**config.mk**
```make
export PLATFORM = sky130hd
export DESIGN_NAME = iprc_reg_bank
export DESIGN_NICKNAME = d
export VERILOG_FILES = /design/src/rtl/iprc_pkg.sv /design/src/rtl/iprc_reg_bank.sv
export SDC_FILE = /design/constraint.sdc
export NUM_CORES = 1
export LEC_CHECK = 0
export BUFFER_PORTS_ARGS = -buffer_cell sky130_fd_sc_hd__buf_4
export CELL_PAD_IN_SITES_DETAIL_PLACEMENT = 1
export CELL_PAD_IN_SITES_GLOBAL_PLACEMENT = 1
export CORE_ASPECT_RATIO = 1.1
export CORE_MARGIN = 2
export CORE_UTILIZATION = 46
export DETAILED_ROUTE_END_ITERATION = 8
export GPL_TIMING_DRIVEN = 0
export PLACE_DENSITY = 0.83
export SLEW_MARGIN = 10
export SYNTH_ARGS = -nofsm -noshare
export SYNTH_HDL_FRONTEND = slang
export SYNTH_SLANG_ARGS = --single-unit
```
**constraint.sdc**
```tcl
create_clock -name clk_sys -period 3.2 [get_ports clk_sys]
set_input_delay 0.16 -clock clk_sys [delete_from_list [all_inputs] [get_ports clk_sys]]
set_output_delay 0.16 -clock clk_sys [all_outputs]
set_load 0.005 [all_outputs]
```
**src/rtl/iprc_pkg.sv**
```systemverilog
// constants for the paged pll reset control block
package iprc_pkg;
    // direct register addresses
    localparam logic [7:0] ADDR_PAGE_SEL = 8'h40;
    localparam logic [7:0] ADDR_OFFSET_SEL = 8'h41;
    localparam logic [7:0] ADDR_PAGE_DATA = 8'h42;
    localparam logic [7:0] ADDR_LINK_PLL_CFG = 8'h5B;
    localparam logic [7:0] ADDR_BUS_FILTER = 8'h16;
    // hidden pages and offset
    localparam logic [7:0] PAGE_VIDEO_PLL = 8'h10;
    localparam logic [7:0] PAGE_LINK_PLL = 8'h14;
    localparam logic [7:0] OFFS_PLL_FSM_CTRL = 8'h49;
    // field positions
    localparam int FSM_RESET_BIT = 4;
    localparam int AUTO_RESET_BIT = 5;
    // reset values and control store mask
    localparam logic [7:0] RST_PLL_FSM_CTRL = 8'h00;
    localparam logic [7:0] RST_PAGE_SEL = 8'h00;
    localparam logic [7:0] RST_OFFSET_SEL = 8'h00;
    localparam logic [7:0] RST_LINK_PLL_CFG = 8'h20;
    localparam logic [7:0] RST_BUS_FILTER = 8'h00;
    localparam logic [7:0] FSM_CTRL_MASK = 8'h10;
    // timing
    localparam int CLK_PERIOD_PS = 25_000;
    localparam int HARD_RESET_US = 2_000;
    localparam int ACCESS_READY_US = 2_000;
    localparam int HARD_RESET_CYC = (HARD_RESET_US * 1_000_000
        + CLK_PERIOD_PS - 1) / CLK_PERIOD_PS;
    localparam int ACCESS_READY_CYC = (ACCESS_READY_US * 1_000_000
        + CLK_PERIOD_PS - 1) / CLK_PERIOD_PS;
endpackage : iprc_pkg

```
**src/rtl/iprc_reg_bank.sv**
```systemverilog
// paged indirect register bank holding the two pll state machine resets
// Summary of operation
// RL1: hidden pages are reached only through direct registers 0x40 to 0x42.
// RL2: 0x40 picks page, 0x41 picks offset, a write to 0x42 stores the byte.
// RL3: page 0x10 offset 0x49 bit 4 holds video pll fsm in reset, default 0.
// RL4: page 0x14 offset 0x49 bit 4 holds the link pll state machine in reset.
// RL5: the host writes zeros to bits 3:0 there; bits 7:5 are reserved.
// RL6: while 0x5B bit 5 is zero, a frequency change does not reset link pll.
// RL7: init sequence A clears bit 5 of 0x5B.
// RL8: init sequence A writes 0x02 into register 0x16.
// RL9: sequence B follows a stable video clock, video pll before link pll.
// RL10: video pll reset: 0x10 to 0x40, 0x49 to 0x41, 0x10 then 0x00 to 0x42.
// RL11: link pll reset: 0x14 to 0x40, 0x49 to 0x41, 0x10 then 0x00 to 0x42.
// RL12: the power-down pin is released before video input is applied.
// RL13: sequence B starts at least 1 us after the video clock is stable.
// RL14: register access opens no earlier than 2 ms after power-down goes high.
// RL15: a low pulse of at least 2 ms on power-down hard-resets the device.
`timescale 1ns/10ps
module iprc_reg_bank #(
    parameter int HARD_RESET_CYC = iprc_pkg::HARD_RESET_CYC,
    parameter int ACCESS_READY_CYC = iprc_pkg::ACCESS_READY_CYC
) (
    input wire logic clk_sys,
    input wire logic rst_n,
    input wire logic power_down_n_pin,
    input wire logic regWrite,
    input wire logic regRead,
    input wire logic [7:0] regAddr,
    input wire logic [7:0] regWdata,
    input wire logic freqChangeDetect,
    output logic [7:0] regRdata,
    output logic regReady,
    output logic video_pll_fsm_reset,
    output logic link_pll_fsm_reset,
    output logic linkPllAutoReset,
    output logic [7:0] busFilterCfg
);

    // ==========================================================
    // power-down pin: hard reset and access gating
    logic [21:0] lowCount;
    logic [21:0] highCount;
    logic hardReset;
    logic accessOpen;
    logic [21:0] next_lowCount;
    logic [21:0] next_highCount;
    localparam logic [21:0] LOW_LIMIT = 22'(HARD_RESET_CYC);
    localparam logic [21:0] READY_LIMIT = 22'(ACCESS_READY_CYC);
    assign next_lowCount = power_down_n_pin ? 22'h00_0000 :
        ((lowCount == LOW_LIMIT) ? lowCount : lowCount + 22'h00_0001);
    assign next_highCount = (!power_down_n_pin || hardReset) ? 22'h00_0000 :
        ((highCount == READY_LIMIT) ? highCount : highCount + 22'h00_0001);
    // RL15 hard reset pulse
    // a short glitch low does not wipe the configuration
    assign hardReset = (lowCount == LOW_LIMIT);
    // RL14 access after delay
    assign accessOpen = (highCount == READY_LIMIT) && power_down_n_pin;
    // requests in the wait are dropped, not queued: the host polls regReady
    assign regReady = accessOpen;

    always_ff @(posedge clk_sys or negedge rst_n) begin
        if (!rst_n) begin
            lowCount <= 22'h00_0000;
            highCount <= 22'h00_0000;
        end else begin
            lowCount <= next_lowCount;
            highCount <= next_highCount;
        end
    end

    // ==========================================================
    // address decode
    logic wrOk;
    logic wrPage;
    logic wrOffset;
    logic wrData;
    logic wrLinkCfg;
    logic wrFilter;
    logic [7:0] pageSel;
    logic [7:0] offsetSel;
    logic hitVideo;
    logic hitLink;
    // RL1 direct access only
    assign wrOk = regWrite && accessOpen;
    assign wrPage = wrOk && (regAddr == iprc_pkg::ADDR_PAGE_SEL);
    assign wrOffset = wrOk && (regAddr == iprc_pkg::ADDR_OFFSET_SEL);
    assign wrData = wrOk && (regAddr == iprc_pkg::ADDR_PAGE_DATA);
    assign wrLinkCfg = wrOk && (regAddr == iprc_pkg::ADDR_LINK_PLL_CFG);
    assign wrFilter = wrOk && (regAddr == iprc_pkg::ADDR_BUS_FILTER);
    // RL2 page and offset steer the data write
    assign hitVideo = (pageSel == iprc_pkg::PAGE_VIDEO_PLL)
        && (offsetSel == iprc_pkg::OFFS_PLL_FSM_CTRL);
    assign hitLink = (pageSel == iprc_pkg::PAGE_LINK_PLL)
        && (offsetSel == iprc_pkg::OFFS_PLL_FSM_CTRL);

    // ==========================================================
    // registers
    logic [7:0] videoCtrl;
    logic [7:0] linkCtrl;
    logic [7:0] linkPllCfg;
    logic [7:0] busFilter;

    always_ff @(posedge clk_sys or negedge rst_n) begin
        if (!rst_n) begin
            pageSel <= iprc_pkg::RST_PAGE_SEL;
            offsetSel <= iprc_pkg::RST_OFFSET_SEL;
            videoCtrl <= iprc_pkg::RST_PLL_FSM_CTRL;
            linkCtrl <= iprc_pkg::RST_PLL_FSM_CTRL;
            linkPllCfg <= iprc_pkg::RST_LINK_PLL_CFG;
            busFilter <= iprc_pkg::RST_BUS_FILTER;
        end else if (hardReset) begin
            pageSel <= iprc_pkg::RST_PAGE_SEL;
            offsetSel <= iprc_pkg::RST_OFFSET_SEL;
            videoCtrl <= iprc_pkg::RST_PLL_FSM_CTRL;
            linkCtrl <= iprc_pkg::RST_PLL_FSM_CTRL;
            linkPllCfg <= iprc_pkg::RST_LINK_PLL_CFG;
            busFilter <= iprc_pkg::RST_BUS_FILTER;
        end else begin
            if (wrPage) begin
                pageSel <= regWdata;
            end
            if (wrOffset) begin
                offsetSel <= regWdata;
            end
            // RL3 video pll control store
            if (wrData && hitVideo) begin
                videoCtrl <= regWdata & iprc_pkg::FSM_CTRL_MASK;
            end
            // RL4 link pll control store
            if (wrData && hitLink) begin
                linkCtrl <= regWdata & iprc_pkg::FSM_CTRL_MASK;
            end
            if (wrLinkCfg) begin
                linkPllCfg <= regWdata;
            end
            if (wrFilter) begin
                busFilter <= regWdata;
            end
        end
    end

    // ==========================================================
    // outputs
    // RL3 video reset level
    assign video_pll_fsm_reset = videoCtrl[iprc_pkg::FSM_RESET_BIT];
    assign linkPllAutoReset = linkPllCfg[iprc_pkg::AUTO_RESET_BIT];
    // RL6 auto reset gated by 0x5B bit 5
    // link reset follows the software bit, or a frequency change when enabled
    assign link_pll_fsm_reset = linkCtrl[iprc_pkg::FSM_RESET_BIT]
        || (freqChangeDetect && linkPllAutoReset);
    assign busFilterCfg = busFilter;

    // reserved bits read as zero because only bit 4 is stored
    logic [7:0] rdMux;
    assign rdMux = (regAddr == iprc_pkg::ADDR_PAGE_SEL) ? pageSel :
        (regAddr == iprc_pkg::ADDR_OFFSET_SEL) ? offsetSel :
        (regAddr == iprc_pkg::ADDR_PAGE_DATA && hitVideo) ? videoCtrl :
        (regAddr == iprc_pkg::ADDR_PAGE_DATA && hitLink) ? linkCtrl :
        (regAddr == iprc_pkg::ADDR_LINK_PLL_CFG) ? linkPllCfg :
        (regAddr == iprc_pkg::ADDR_BUS_FILTER) ? busFilter : 8'h00;

    always_ff @(posedge clk_sys or negedge rst_n) begin
        if (!rst_n) begin
            regRdata <= 8'h00;
        end else if (regRead && accessOpen) begin
            regRdata <= rdMux;
        end
    end

    // ==========================================================
    // checks
    // only bit 4 is stored, so every other bit stays clear in both
    logic reservedClear;
    assign reservedClear =
        ((videoCtrl | linkCtrl) & ~iprc_pkg::FSM_CTRL_MASK) == 8'h00;
endmodule : iprc_reg_bank

```
==> results of run 1 <==
-- metrics by stage --
stage	worst slack (ns)	instance area (sq um)	hold slack, ns	power (uW)	TNS [ns]
floorplan	0.7583	4387	-0.1356	1155	0
global placement	-0.1088	4826	0.4179	1213	-0.8194
detailed placement	0.3640	4840	0.4296	1221	0
CTS	0.4275	5110	0.01834	2242	0
global route	0.1887	5110	0.06219	2287	0
finish	0.4004	5110	-0.01190	2220	0
-- final cells by class --
cell class | count | share of cell area [%]
plain buffers | 16 | 1.322
well taps | 117 | 2.865
clock buffers | 9 | 2.424
repair buffers | 40 | 5.877
flip-flops and latches | 86 | 42.14
multi-input cells | 315 | 40.82
inverters | 23 | 1.690
clock inverters | 7 | 2.865
-- cells by family after synthesis --
logic type / after synthesis / share of synthesized area, %
flops: 86 / 49.09
compound gates: 51 / 7.530
xor+xnor: 34 / 6.788
mux: 36 / 8.243
fa+ha+maj: 4 / 1.141
buf+inv: 39 / 3.508
simple gates: 190 / 23.70
-- cells in the final DEF (no fill, tap or decap), types with 3 or more instances in the layout --
cell type and count:
nor2_2 16, nor2_1 64, a22oi_1 8, o211ai_1 7
dfrtp_1 85, xnor2_1 15, and4_1 4, clkbuf_8 9
or3_1 9, buf_4 40, nand3_1 17, inv_1 23
nor3_1 7, nor4b_1 4, nand4_1 19, nand2b_1 4
bufinv_16 4, and3_1 6, a21oi_1 12, nand2_1 17
xor2_1 19, clkinv_4 3, mux2i_1 35, ha_1 4
clkbuf_1 15, o221ai_1 7, nor4_1 6, o21ai_0 13
-- layer usage --
metal	wire, microns	vias up	share of wire, %
met3	451	24	3.7
met5	0	-	0
met4	276	0	2.3
met1	5183	1860	43
met2	6126	76	51
li1	-	1651	-
-- power by group through the flow --
| stage | combinational [uW] | clock (uW) | sequential (uW) |
|---|---|---|---|
| floorplan | 35.5 | 0 | 1120 |
| global placement | 92.8 | 0 | 1120 |
| detailed placement | 100 | 0 | 1120 |
| CTS | 101 | 1040 | 1100 |
| global route | 112 | 1070 | 1100 |
| finish | 99.5 | 1020 | 1100 |
-- registers in the layout (all words and copies together) (netlist names) --
name          flops
highCount        22
lowCount         22
busFilterCfg      8
linkPllCfg        8
offsetSel         8
pageSel           8
regRdata          8
linkCtrl          1
videoCtrl         1
-- worst paths after layout --
path	to	slack, ns
min reg2reg	offsetSel[5]$_DFFE_PN0P_	0.54
max in group asynchronous	lowCount[12]$_DFFE_PN0P_	2.49
min in group clk_sys	linkPllCfg[5]$_DFFE_PN1P_	0.07
min	highCount[17]$_DFFE_PN0P_	-0.01
max reg2reg	linkPllCfg[0]$_DFFE_PN0P_	0.40
max	linkPllCfg[0]$_DFFE_PN0P_	0.40
-- worst max-delay path: stages, from the launching register on --
cell,delay (ns)
dfrtp_1,0.44
or4_4,0.55
nor4_1,0.46
nand4_1,0.74
mux2i_1,0.41
nor2_1,0.06
==> out/summary.txt, run 1 <==
Hold WS - -0.01190 ns
CP Data Arrival Time - 3.04 ns
Sequential fraction of the synthesis area - 49.09%
Hpwl dp - 8.456 mm
Count of warnings emitted by yosys - 0
Post-CTS Repair Setup Buffers - 0
Drt pass-1 iters - 4
FF-to-FF Start - highCount[14]$_DFFE_PN0P_
Worst-path maximum fanout - 8
# hold bufs at CTS - 0
Site Rows - 37
CTS tree - done
First-pass GRT wire length - 20.05 mm
Register share of total power - 49.5%
Maxcap violations - 0
Synth area leader - dfrtp_1
Count leader, synth - dfrtp_1
Reg area - 2153 sq um
Routability Congestion - 0.8092
Peak VDD IR - 185.6 uV
Placed cell count - 597
Top cells by area, synth - dfrtp_1 48%, mux2i_1 8.0%, nor2_1 5.5%, xor2_1 3.8%, xnor2_1 3.0%
Final Non-Filler Cells - 613
Clock Path Buffers - 2
CP Capture Type - flop
Critical Path RT - 3.44 ns
Port Buffers - 39
Post-synth top cells - 85 x dfrtp_1, 64 x nor2_1, 35 x mux2i_1
Net Count, Synth - 466
Async SR Flop Fraction - 100.0%
Sw frac - 22.30%
Drt total wl - 12.04 mm
Internal power - 1725 uW
Max-slew headroom - 25.87%
GR peak layer - met2
R2R cell count - 5
Post-synthesis register bit count - 86
Grt met3 use - 4.865%
Clock skew - 0.009370 ns
I/O pin count - 42
Initial antenna violation count - 0
Sink Count - 86
Die W - 97.11 microns
P&R area growth vs syn - 16.49%
Multi-input gate area - 2086 sq um
Vias in the first global route - 3953
Avg WL per Cell - 19.63 microns
Combinational Power Share - 4.5%
Via count - 3611
Period utilisation layout - 87.49%
Fillers - 1048
Total congestion overflow - 0
Dominant synthesized flop cell - dfrtp_1
GRT Overall Usage - 24.54%
P_leak - 0.002297 uW
Fmax - 0.3572 GHz
Met1 usage - 29.97%
Min-Delay Path Class - input port to async pin
CTS root buf - clkbuf_8
ANT cells - 0
Layout Utilization - 54.91%
Status - finished, violations left
Detail Route Antenna Nets - 0
Clk_lat worst skew - 0.37 ns
Post-layout min period - 2.800 ns
Final setup viols - 0
Worst slew pin tran - 1.112 ns
Initial core utilization - 47.14%
Mean post-synth cell area - 9.970 sq um
DRC violation total after the first TritonRoute iteration - 181
Slew Viols, Final - 0
RSZ-0062 raised after global routing - false
Setup crit start - highCount[14]$_DFFE_PN0P_
Violated checks - hold timing
Final hold vios - 15
Switching pwr - 495.1 uW
Resize count post-CTS - 0
Vias per cell - 5.891
Nets - 517
Remaining DRCs - 0
EDFF count, synth - 0
Mapped Area - 4387 sq um
Post-Synthesis Cells - 440
Inserted Clock Buffers - 9
Setup crit start kind - flop
Setup CP Type - flop to flop
Core footprint - 9305 sq um
Part of the power in the clock network - 46.0%
Die height - 106.4 microns
Pwr/cell area - 434.5 nW/um^2
Htree depth - 3
Largest net degree at the start of global routing - 87
Die Area - 10330 sq um
Ratio of cells with drive above 1 in the final layout - 16.53%
Clock-pin slew on the worst setup and hold paths - 0.09 ns
Top cell type's share of synthesized area - 48.49%
Count of cell types in the netlist - 42
Global-route track usage on met2 - 42.61%
Note: power is estimated with default switching activity, not from simulation.
==> run 2: changes to the inputs <==
Settings changed: CORE_UTILIZATION 46 to 50, PLACE_DENSITY 0.83 to 0.89, SETUP_SLACK_MARGIN set to 0.15.
Clock period 3.2 ns to 3.65 ns, I/O delays scaled along.
==> run 2 against run 1 <==
Compared with the run above: the run now ends clean; register-to-register slack better by 0.44 ns; first-iteration DRC count fell by 9.9%; sequential share of layout area is 0.72 points higher; final area down 1.7%; largest cell class unchanged; wire length is 3.7% lower; non-clock buffer count unchanged; sequential power shrank 12%; core utilization is 4.5 points higher; clock skew about the same; critical path type unchanged; hold slack improved by 0.031 ns; critical endpoint is now offsetSel[3]$_DFFE_PN0P_; global-route usage grew 1.2 points; critical path depth increased by 1; largest power group unchanged.
==> out/summary.txt, run 2 (same netlist as run 1, synthesis figures left out) <==
Remaining DRCs - 0 (unchanged)
Ratio of cells with drive above 1 in the final layout - 16.13% (was 16.53%)
Status - complete, no violations (was finished, violations left)
FF-to-FF End - offsetSel[3]$_DFFE_PN0P_ (was linkPllCfg[0]$_DFFE_PN0P_)
Fillers - 975 (was 1048)
Period utilisation layout - 76.88% (was 87.49%)
Die Area - 9540 sq um (was 10330 sq um)
Global-route track usage on met2 - 44.71% (was 42.61%)
CTS tree - done (unchanged)
R2R cell count - 6 (was 5)
Max-slew headroom - 27.86% (was 25.87%)
ANT cells - 0 (unchanged)
RSZ-0062 raised after global routing - false (unchanged)
First-pass GRT wire length - 19.08 mm (was 20.05 mm)
Layout Utilization - 59.44% (was 54.91%)
Worst-path maximum fanout - 10 (was 8)
GRT Overall Usage - 25.72% (was 24.54%)
Via count - 3556 (was 3611)
Inserted Clock Buffers - 9 (unchanged)
Met1 usage - 33.43% (was 29.97%)
Nets - 517 (unchanged)
# hold bufs at CTS - 0 (unchanged)
Setup crit start kind - flop (unchanged)
Largest net degree at the start of global routing - 87 (unchanged)
Hpwl dp - 8.230 mm (was 8.456 mm)
Peak VDD IR - 187.1 uV (was 185.6 uV)
Final hold vios - 0 (was 15)
Reg area - 2153 sq um (unchanged)
Port Buffers - 39 (unchanged)
Min-Delay Path Class - input port to async pin (unchanged)
Setup ws final - 0.8439 ns (was 0.4004 ns)
Htree depth - 3 (unchanged)
Core footprint - 8452 sq um (was 9305 sq um)
Routability Congestion - 0.8106 (was 0.8092)
Drt total wl - 11.59 mm (was 12.04 mm)
Slew Viols, Final - 0 (unchanged)
Post-layout min period - 2.806 ns (was 2.800 ns)
Grt met3 use - 3.909% (was 4.865%)
Post-CTS Repair Setup Buffers - 0 (unchanged)
Setup crit start - lowCount[8]$_DFFE_PN0P_ (was highCount[14]$_DFFE_PN0P_)
CTS root buf - clkbuf_8 (unchanged)
Critical Path RT - 3.87 ns (was 3.44 ns)
Clock-pin slew on the worst setup and hold paths - 0.08 ns (was 0.09 ns)
Final Non-Filler Cells - 607 (was 613)
Maxcap violations - 0 (unchanged)
CP Data Arrival Time - 3.02 ns (was 3.04 ns)
P_leak - 0.002245 uW (was 0.002297 uW)
Pre-CTS setup slack - 0.7417 ns (was 0.3640 ns)
Setup slack, reg-to-reg - 0.84 ns (was 0.40 ns)
Clock Path Buffers - 2 (unchanged)
DRC violation total after the first TritonRoute iteration - 163 (was 181)
Vias in the first global route - 3749 (was 3953)
Vias per cell - 5.858 (was 5.891)
CP Capture Type - flop (unchanged)
Clock skew - 0.009754 ns (was 0.009370 ns)
Sink Count - 86 (unchanged)
Detail Route Antenna Nets - 0 (unchanged)
Setup CP Type - flop to flop (unchanged)
Fmax - 0.3564 GHz (was 0.3572 GHz)
GR peak layer - met2 (unchanged)
CP endpoint - offsetSel[3]$_DFFE_PN0P_ (was linkPllCfg[0]$_DFFE_PN0P_)
I/O pin count - 42 (unchanged)
Total congestion overflow - 0 (unchanged)
Placed cell count - 591 (was 597)
Final setup viols - 0 (unchanged)
Drt pass-1 iters - 4 (unchanged)
Largest regs - highCount x22, lowCount x22 (unchanged)
Site Rows - 35 (was 37)
Resize count post-CTS - 0 (unchanged)
Die W - 93.31 microns (was 97.11 microns)
Clk_lat worst skew - 0.36 ns (was 0.37 ns)
FF-to-FF Start - lowCount[8]$_DFFE_PN0P_ (was highCount[14]$_DFFE_PN0P_)
Leading cell type in the layout, fill and taps excluded - dfrtp_1 (unchanged)
Die height - 102.2 microns (was 106.4 microns)
Commonest cells after routing, fill and taps aside - 85 x dfrtp_1, 64 x nor2_1, 40 x buf_4 (unchanged)
Initial antenna violation count - 0 (unchanged)
Worst slew pin tran - 1.082 ns (was 1.112 ns)
Avg WL per Cell - 19.09 microns (was 19.63 microns)
P&R area growth vs syn - 14.52% (was 16.49%)
Setup_tns - 0 ns (unchanged)
Initial core utilization - 51.90% (was 47.14%)
Multi-input gate area - 2086 sq um (unchanged)
Pwr/cell area - 340.7 nW/um^2 (was 434.5 nW/um^2)
run 2: final cells by class:
type                       instances  area share (%)
buffer                            16           1.345
tap                              111           2.765
timing repair buffer              40           5.978
clock inverter                     5           1.196
clock buffer                      11           2.615
sequential                        86           42.86
multi-input combinational        315           41.52
inverter                          23           1.719
run 2: worst min path at each step:
stage / to / start / slack (ns)
3_3_place_gp: lowCount[18]$_DFFE_PN0P_ / rst_n / 0.44
4_1_cts: highCount[6]$_DFFE_PN0P_ / rst_n / 0.07
3_5_place_dp: lowCount[17]$_DFFE_PN0P_ / rst_n / 0.45
6_report: lowCount[16]$_DFFE_PN0P_ / rst_n / 0.02
2_1_floorplan: busFilterCfg[0]$_DFFE_PN0P_ / rst_n / -0.11
5_1_grt: linkPllCfg[5]$_DFFE_PN1P_ / regWdata[5] / 0.11
run 2: layer usage:
layer / wire, microns / share of wire, %
met1: 5072 / 44
met2: 5846 / 50
met3: 479 / 4.1
met4: 191 / 1.6
met5: 0 / 0
run 2: stage by stage:
step	power, uW	hold WS (ns)	instance area (sq um)
after global routing	1769	0.1074	5024
after CTS	1723	0.07032	5024
final	1711	0.01923	5024
after detailed placement	1069	0.4503	4832
after global placement	1063	0.4410	4818
after floorplan	1012	-0.1131	4387
run 2: where the power goes:
part | internal [uW] | switching [uW]
sequential | 957 | 7.17
combinational | 28.5 | 58.1
clock | 317 | 344
total | 1300 | 409
run 2: worst max-delay path, stage by stage (launching register included):
cell and delay (ns):
dfrtp_1 0.44, nor4b_1 0.40, nand4_1 0.15, nor4_1 0.48, clkbuf_1 0.52, clkbuf_1 0.60
nor2_2 0.08
==> run 3: changes to the inputs <==
Settings changed: ABC_AREA set to 1, CORE_UTILIZATION 50 to 44, PLACE_DENSITY 0.89 to 0.84.
Clock period 3.65 ns to 2.7 ns, I/O delays scaled along.
==> run 3 against run 2 <==
Compared with the run above: the run now ends with hold timing left; final area increased by 19%; synthesized cell count is 58% higher; global-route usage is 0.50 points higher; hold slack lost 0.023 ns; clock power up 110%; worst setup slack lost 0.17 ns; sequential power increased by 35%; critical path depth up 2; area after synthesis is 18% higher; wire length up 34%.
==> out/summary.txt, run 3 <==
Status - finished, violations left (was complete, no violations)
Count leader, synth - nand2_1 (was dfrtp_1)
Pre-CTS setup slack - 0.6951 ns (was 0.7417 ns)
Die height - 117.7 microns (was 102.2 microns)
Post-synthesis register bit count - 86 (unchanged)
CP Data Arrival Time - 2.25 ns (was 3.02 ns)
Min-Delay Path Class - input port to async pin (unchanged)
Routability Congestion - 0.8607 (was 0.8106)
P_leak - 0.002979 uW (was 0.002245 uW)
Synth area leader - dfrtp_1 (unchanged)
Violated checks - hold timing
Setup_tns - 0 ns (unchanged)
Mapped Area - 5174 sq um (was 4387 sq um)
CTS tree - done (unchanged)
Clock Path Buffers - 2 (unchanged)
Pwr/cell area - 476.5 nW/um^2 (was 340.7 nW/um^2)
Post-CTS Repair Setup Buffers - 0 (unchanged)
Maxcap violations - 0 (unchanged)
R2R cell count - 8 (was 6)
Max-slew headroom - 25.41% (was 27.86%)
Remaining DRCs - 0 (unchanged)
Drt pass-1 iters - 4 (unchanged)
Die Area - 12640 sq um (was 9540 sq um)
Post-layout min period - 2.030 ns (was 2.806 ns)
First-pass GRT wire length - 26.02 mm (was 19.08 mm)
Avg WL per Cell - 17.30 microns (was 19.09 microns)
Via count - 4831 (was 3556)
Clk_lat worst skew - 0.36 ns (about the same)
Largest net degree at the start of global routing - 87 (unchanged)
Setup CP Type - flop to flop (unchanged)
Drt total wl - 15.59 mm (was 11.59 mm)
Initial antenna violation count - 0 (unchanged)
FF-to-FF End - highCount[0]$_DFFE_PN0P_ (was offsetSel[3]$_DFFE_PN0P_)
Count of cell types in the netlist - 42 (unchanged)
Commonest cells after routing, fill and taps aside - 214 x nand2_1, 85 x dfrtp_1, 83 x nor2_1 (was 85 x dfrtp_1, 64 x nor2_1, 40 x buf_4)
Leading cell type in the layout, fill and taps excluded - nand2_1 (was dfrtp_1)
GRT Overall Usage - 26.22% (was 25.72%)
Setup slack, reg-to-reg - 0.67 ns (was 0.84 ns)
EDFF count, synth - 0 (unchanged)
Clock skew - 0.009007 ns (was 0.009754 ns)
Ratio of cells with drive above 1 in the final layout - 15.58% (was 16.13%)
Resize count post-CTS - 0 (unchanged)
Clock-pin slew on the worst setup and hold paths - 0.06 ns (was 0.08 ns)
Placed cell count - 885 (was 591)
DRC violation total after the first TritonRoute iteration - 291 (was 163)
Largest regs - highCount x22, lowCount x22 (unchanged)
Count of warnings emitted by yosys - 0 (unchanged)
Final Non-Filler Cells - 901 (was 607)
Final hold vios - 8 (was 0)
Net Count, Synth - 722 (was 466)
Die W - 107.4 microns (was 93.31 microns)
Post-synth top cells - 214 x nand2_1, 85 x dfrtp_1, 83 x nor2_1 (was 85 x dfrtp_1, 64 x nor2_1, 35 x mux2i_1)
Htree depth - 3 (unchanged)
Site Rows - 41 (was 35)
Peak VDD IR - 329.5 uV (was 187.1 uV)
ANT cells - 0 (unchanged)
Vias per cell - 5.362 (was 5.858)
I/O pin count - 42 (unchanged)
Async SR Flop Fraction - 100.0% (unchanged)
Top cell type's share of synthesized area - 41.11% (was 48.49%)
Top cells by area, synth - dfrtp_1 41%, nand2_1 16%, nand3_1 6.6%, nor2_1 6.0%, inv_1 5.4% (was dfrtp_1 48%, mux2i_1 8.0%, nor2_1 5.5%, xor2_1 3.8%, xnor2_1 3.0%)
Setup ws final - 0.6705 ns (was 0.8439 ns)
Vias in the first global route - 5119 (was 3749)
Hpwl dp - 11.38 mm (was 8.230 mm)
Hold WS - -0.004173 ns (was 0.01923 ns)
Final Power - 2849 uW (was 1711 uW)
Port Buffers - 39 (unchanged)
Worst slew pin tran - 1.119 ns (was 1.082 ns)
Worst-path maximum fanout - 10 (unchanged)
Initial core utilization - 45.02% (was 51.90%)
CTS root buf - clkbuf_16 (was clkbuf_8)
# hold bufs at CTS - 0 (unchanged)
Fillers - 1492 (was 975)
Detail Route Antenna Nets - 0 (unchanged)
Period utilisation layout - 75.17% (was 76.88%)
Dominant synthesized flop cell - dfrtp_1 (unchanged)
Mean post-synth cell area - 7.433 sq um (was 9.970 sq um)
Slew Viols, Final - 0 (unchanged)
FF-to-FF Start - lowCount[0]$_DFFE_PN0P_ (was lowCount[8]$_DFFE_PN0P_)
Setup crit start kind - flop (unchanged)
Sequential fraction of the synthesis area - 41.62% (was 49.09%)
Fmax - 0.4927 GHz (was 0.3564 GHz)
Sink Count - 86 (unchanged)
Critical Path RT - 2.92 ns (was 3.87 ns)
Core footprint - 11490 sq um (was 8452 sq um)
P&R area growth vs syn - 15.57% (was 14.52%)
Total congestion overflow - 0 (unchanged)
CP Capture Type - flop (unchanged)
Nets - 772 (was 517)
Final setup viols - 0 (unchanged)
RSZ-0062 raised after global routing - false (unchanged)
Inserted Clock Buffers - 9 (unchanged)
Post-Synthesis Cells - 696 (was 440)
==> run 3: metal layers <==
| metal | wire length (microns) | part of all wire, % | GRT usage [%] |
|---|---|---|---|
| met4 | 252 | 1.6 | 8.333 |
| met5 | 0 | 0 | 0 |
| met1 | 6958 | 45 | 34.96 |
| met2 | 7794 | 50 | 44.19 |
| met3 | 579 | 3.7 | 3.267 |
==> run 3: through the flow <==
step,hold WS (ns),utilization [%],area [sq um]
after detailed placement,0.4166,49.21,5654
after global routing,0.09058,52.04,5979
after CTS,0.04031,52.04,5979
after floorplan,-0.1606,-,5174
final,-0.004173,52.04,5979
after global placement,0.4116,49.21,5654
==> run 3: worst max-delay path, stage by stage, from the launching register on <==
cell	delay [ns]
dfrtp_1	0.40
inv_1	0.12
ha_1	0.19
nand4_1	0.13
nor2_1	0.12
nand3_1	0.17
nand2_1	0.36
buf_2	0.31
a21oi_1	0.09
==> run 3: cell type report <==
class / instances / area (sq um) / share of cell area, %
buffer: 14 / 77.57 / 1.297
clock buffer: 11 / 242.7 / 4.059
clock inverter: 5 / 82.58 / 1.381
inverter: 87 / 327.8 / 5.482
multi-input combinational: 509 / 2615 / 43.73
sequential: 86 / 2153 / 36.01
tap: 150 / 187.7 / 3.139
timing repair buffer: 39 / 292.8 / 4.896
==> run 3: report_power, final <==
group / total (uW) / switching (uW) / internal (uW)
Clock: 1390 / 554 / 837
Sequential: 1300 / 8.00 / 1300
Combinational: 155 / 109 / 45.5
Total: 2850 / 672 / 2180
==> run 3: cell families (layout without fill, tap and decap cells) <==
group	Yosys count	count (layout)	synth area share, %
adder cells (fa/ha/maj)	4	4	0.9674
flip-flops	86	86	41.62
XOR/XNOR	11	11	1.862
AO/OA/AOI/OAI	39	39	4.184
buffers and inverters	101	156	7.835
AND/OR/NAND/NOR	455	455	43.53
==> run 3: worst max path at each step <==
stage,end,startpoint,cells after the start
3_5_place_dp,highCount[12]$_DFFE_PN0P_,lowCount[0]$_DFFE_PN0P_,8
4_1_cts,highCount[0]$_DFFE_PN0P_,lowCount[0]$_DFFE_PN0P_,8
3_3_place_gp,highCount[21]$_DFFE_PN0P_,lowCount[0]$_DFFE_PN0P_,8
6_report,highCount[0]$_DFFE_PN0P_,lowCount[0]$_DFFE_PN0P_,8
5_1_grt,highCount[0]$_DFFE_PN0P_,lowCount[0]$_DFFE_PN0P_,8
2_1_floorplan,linkPllCfg[0]$_DFFE_PN0P_,highCount[0]$_DFFE_PN0P_,9
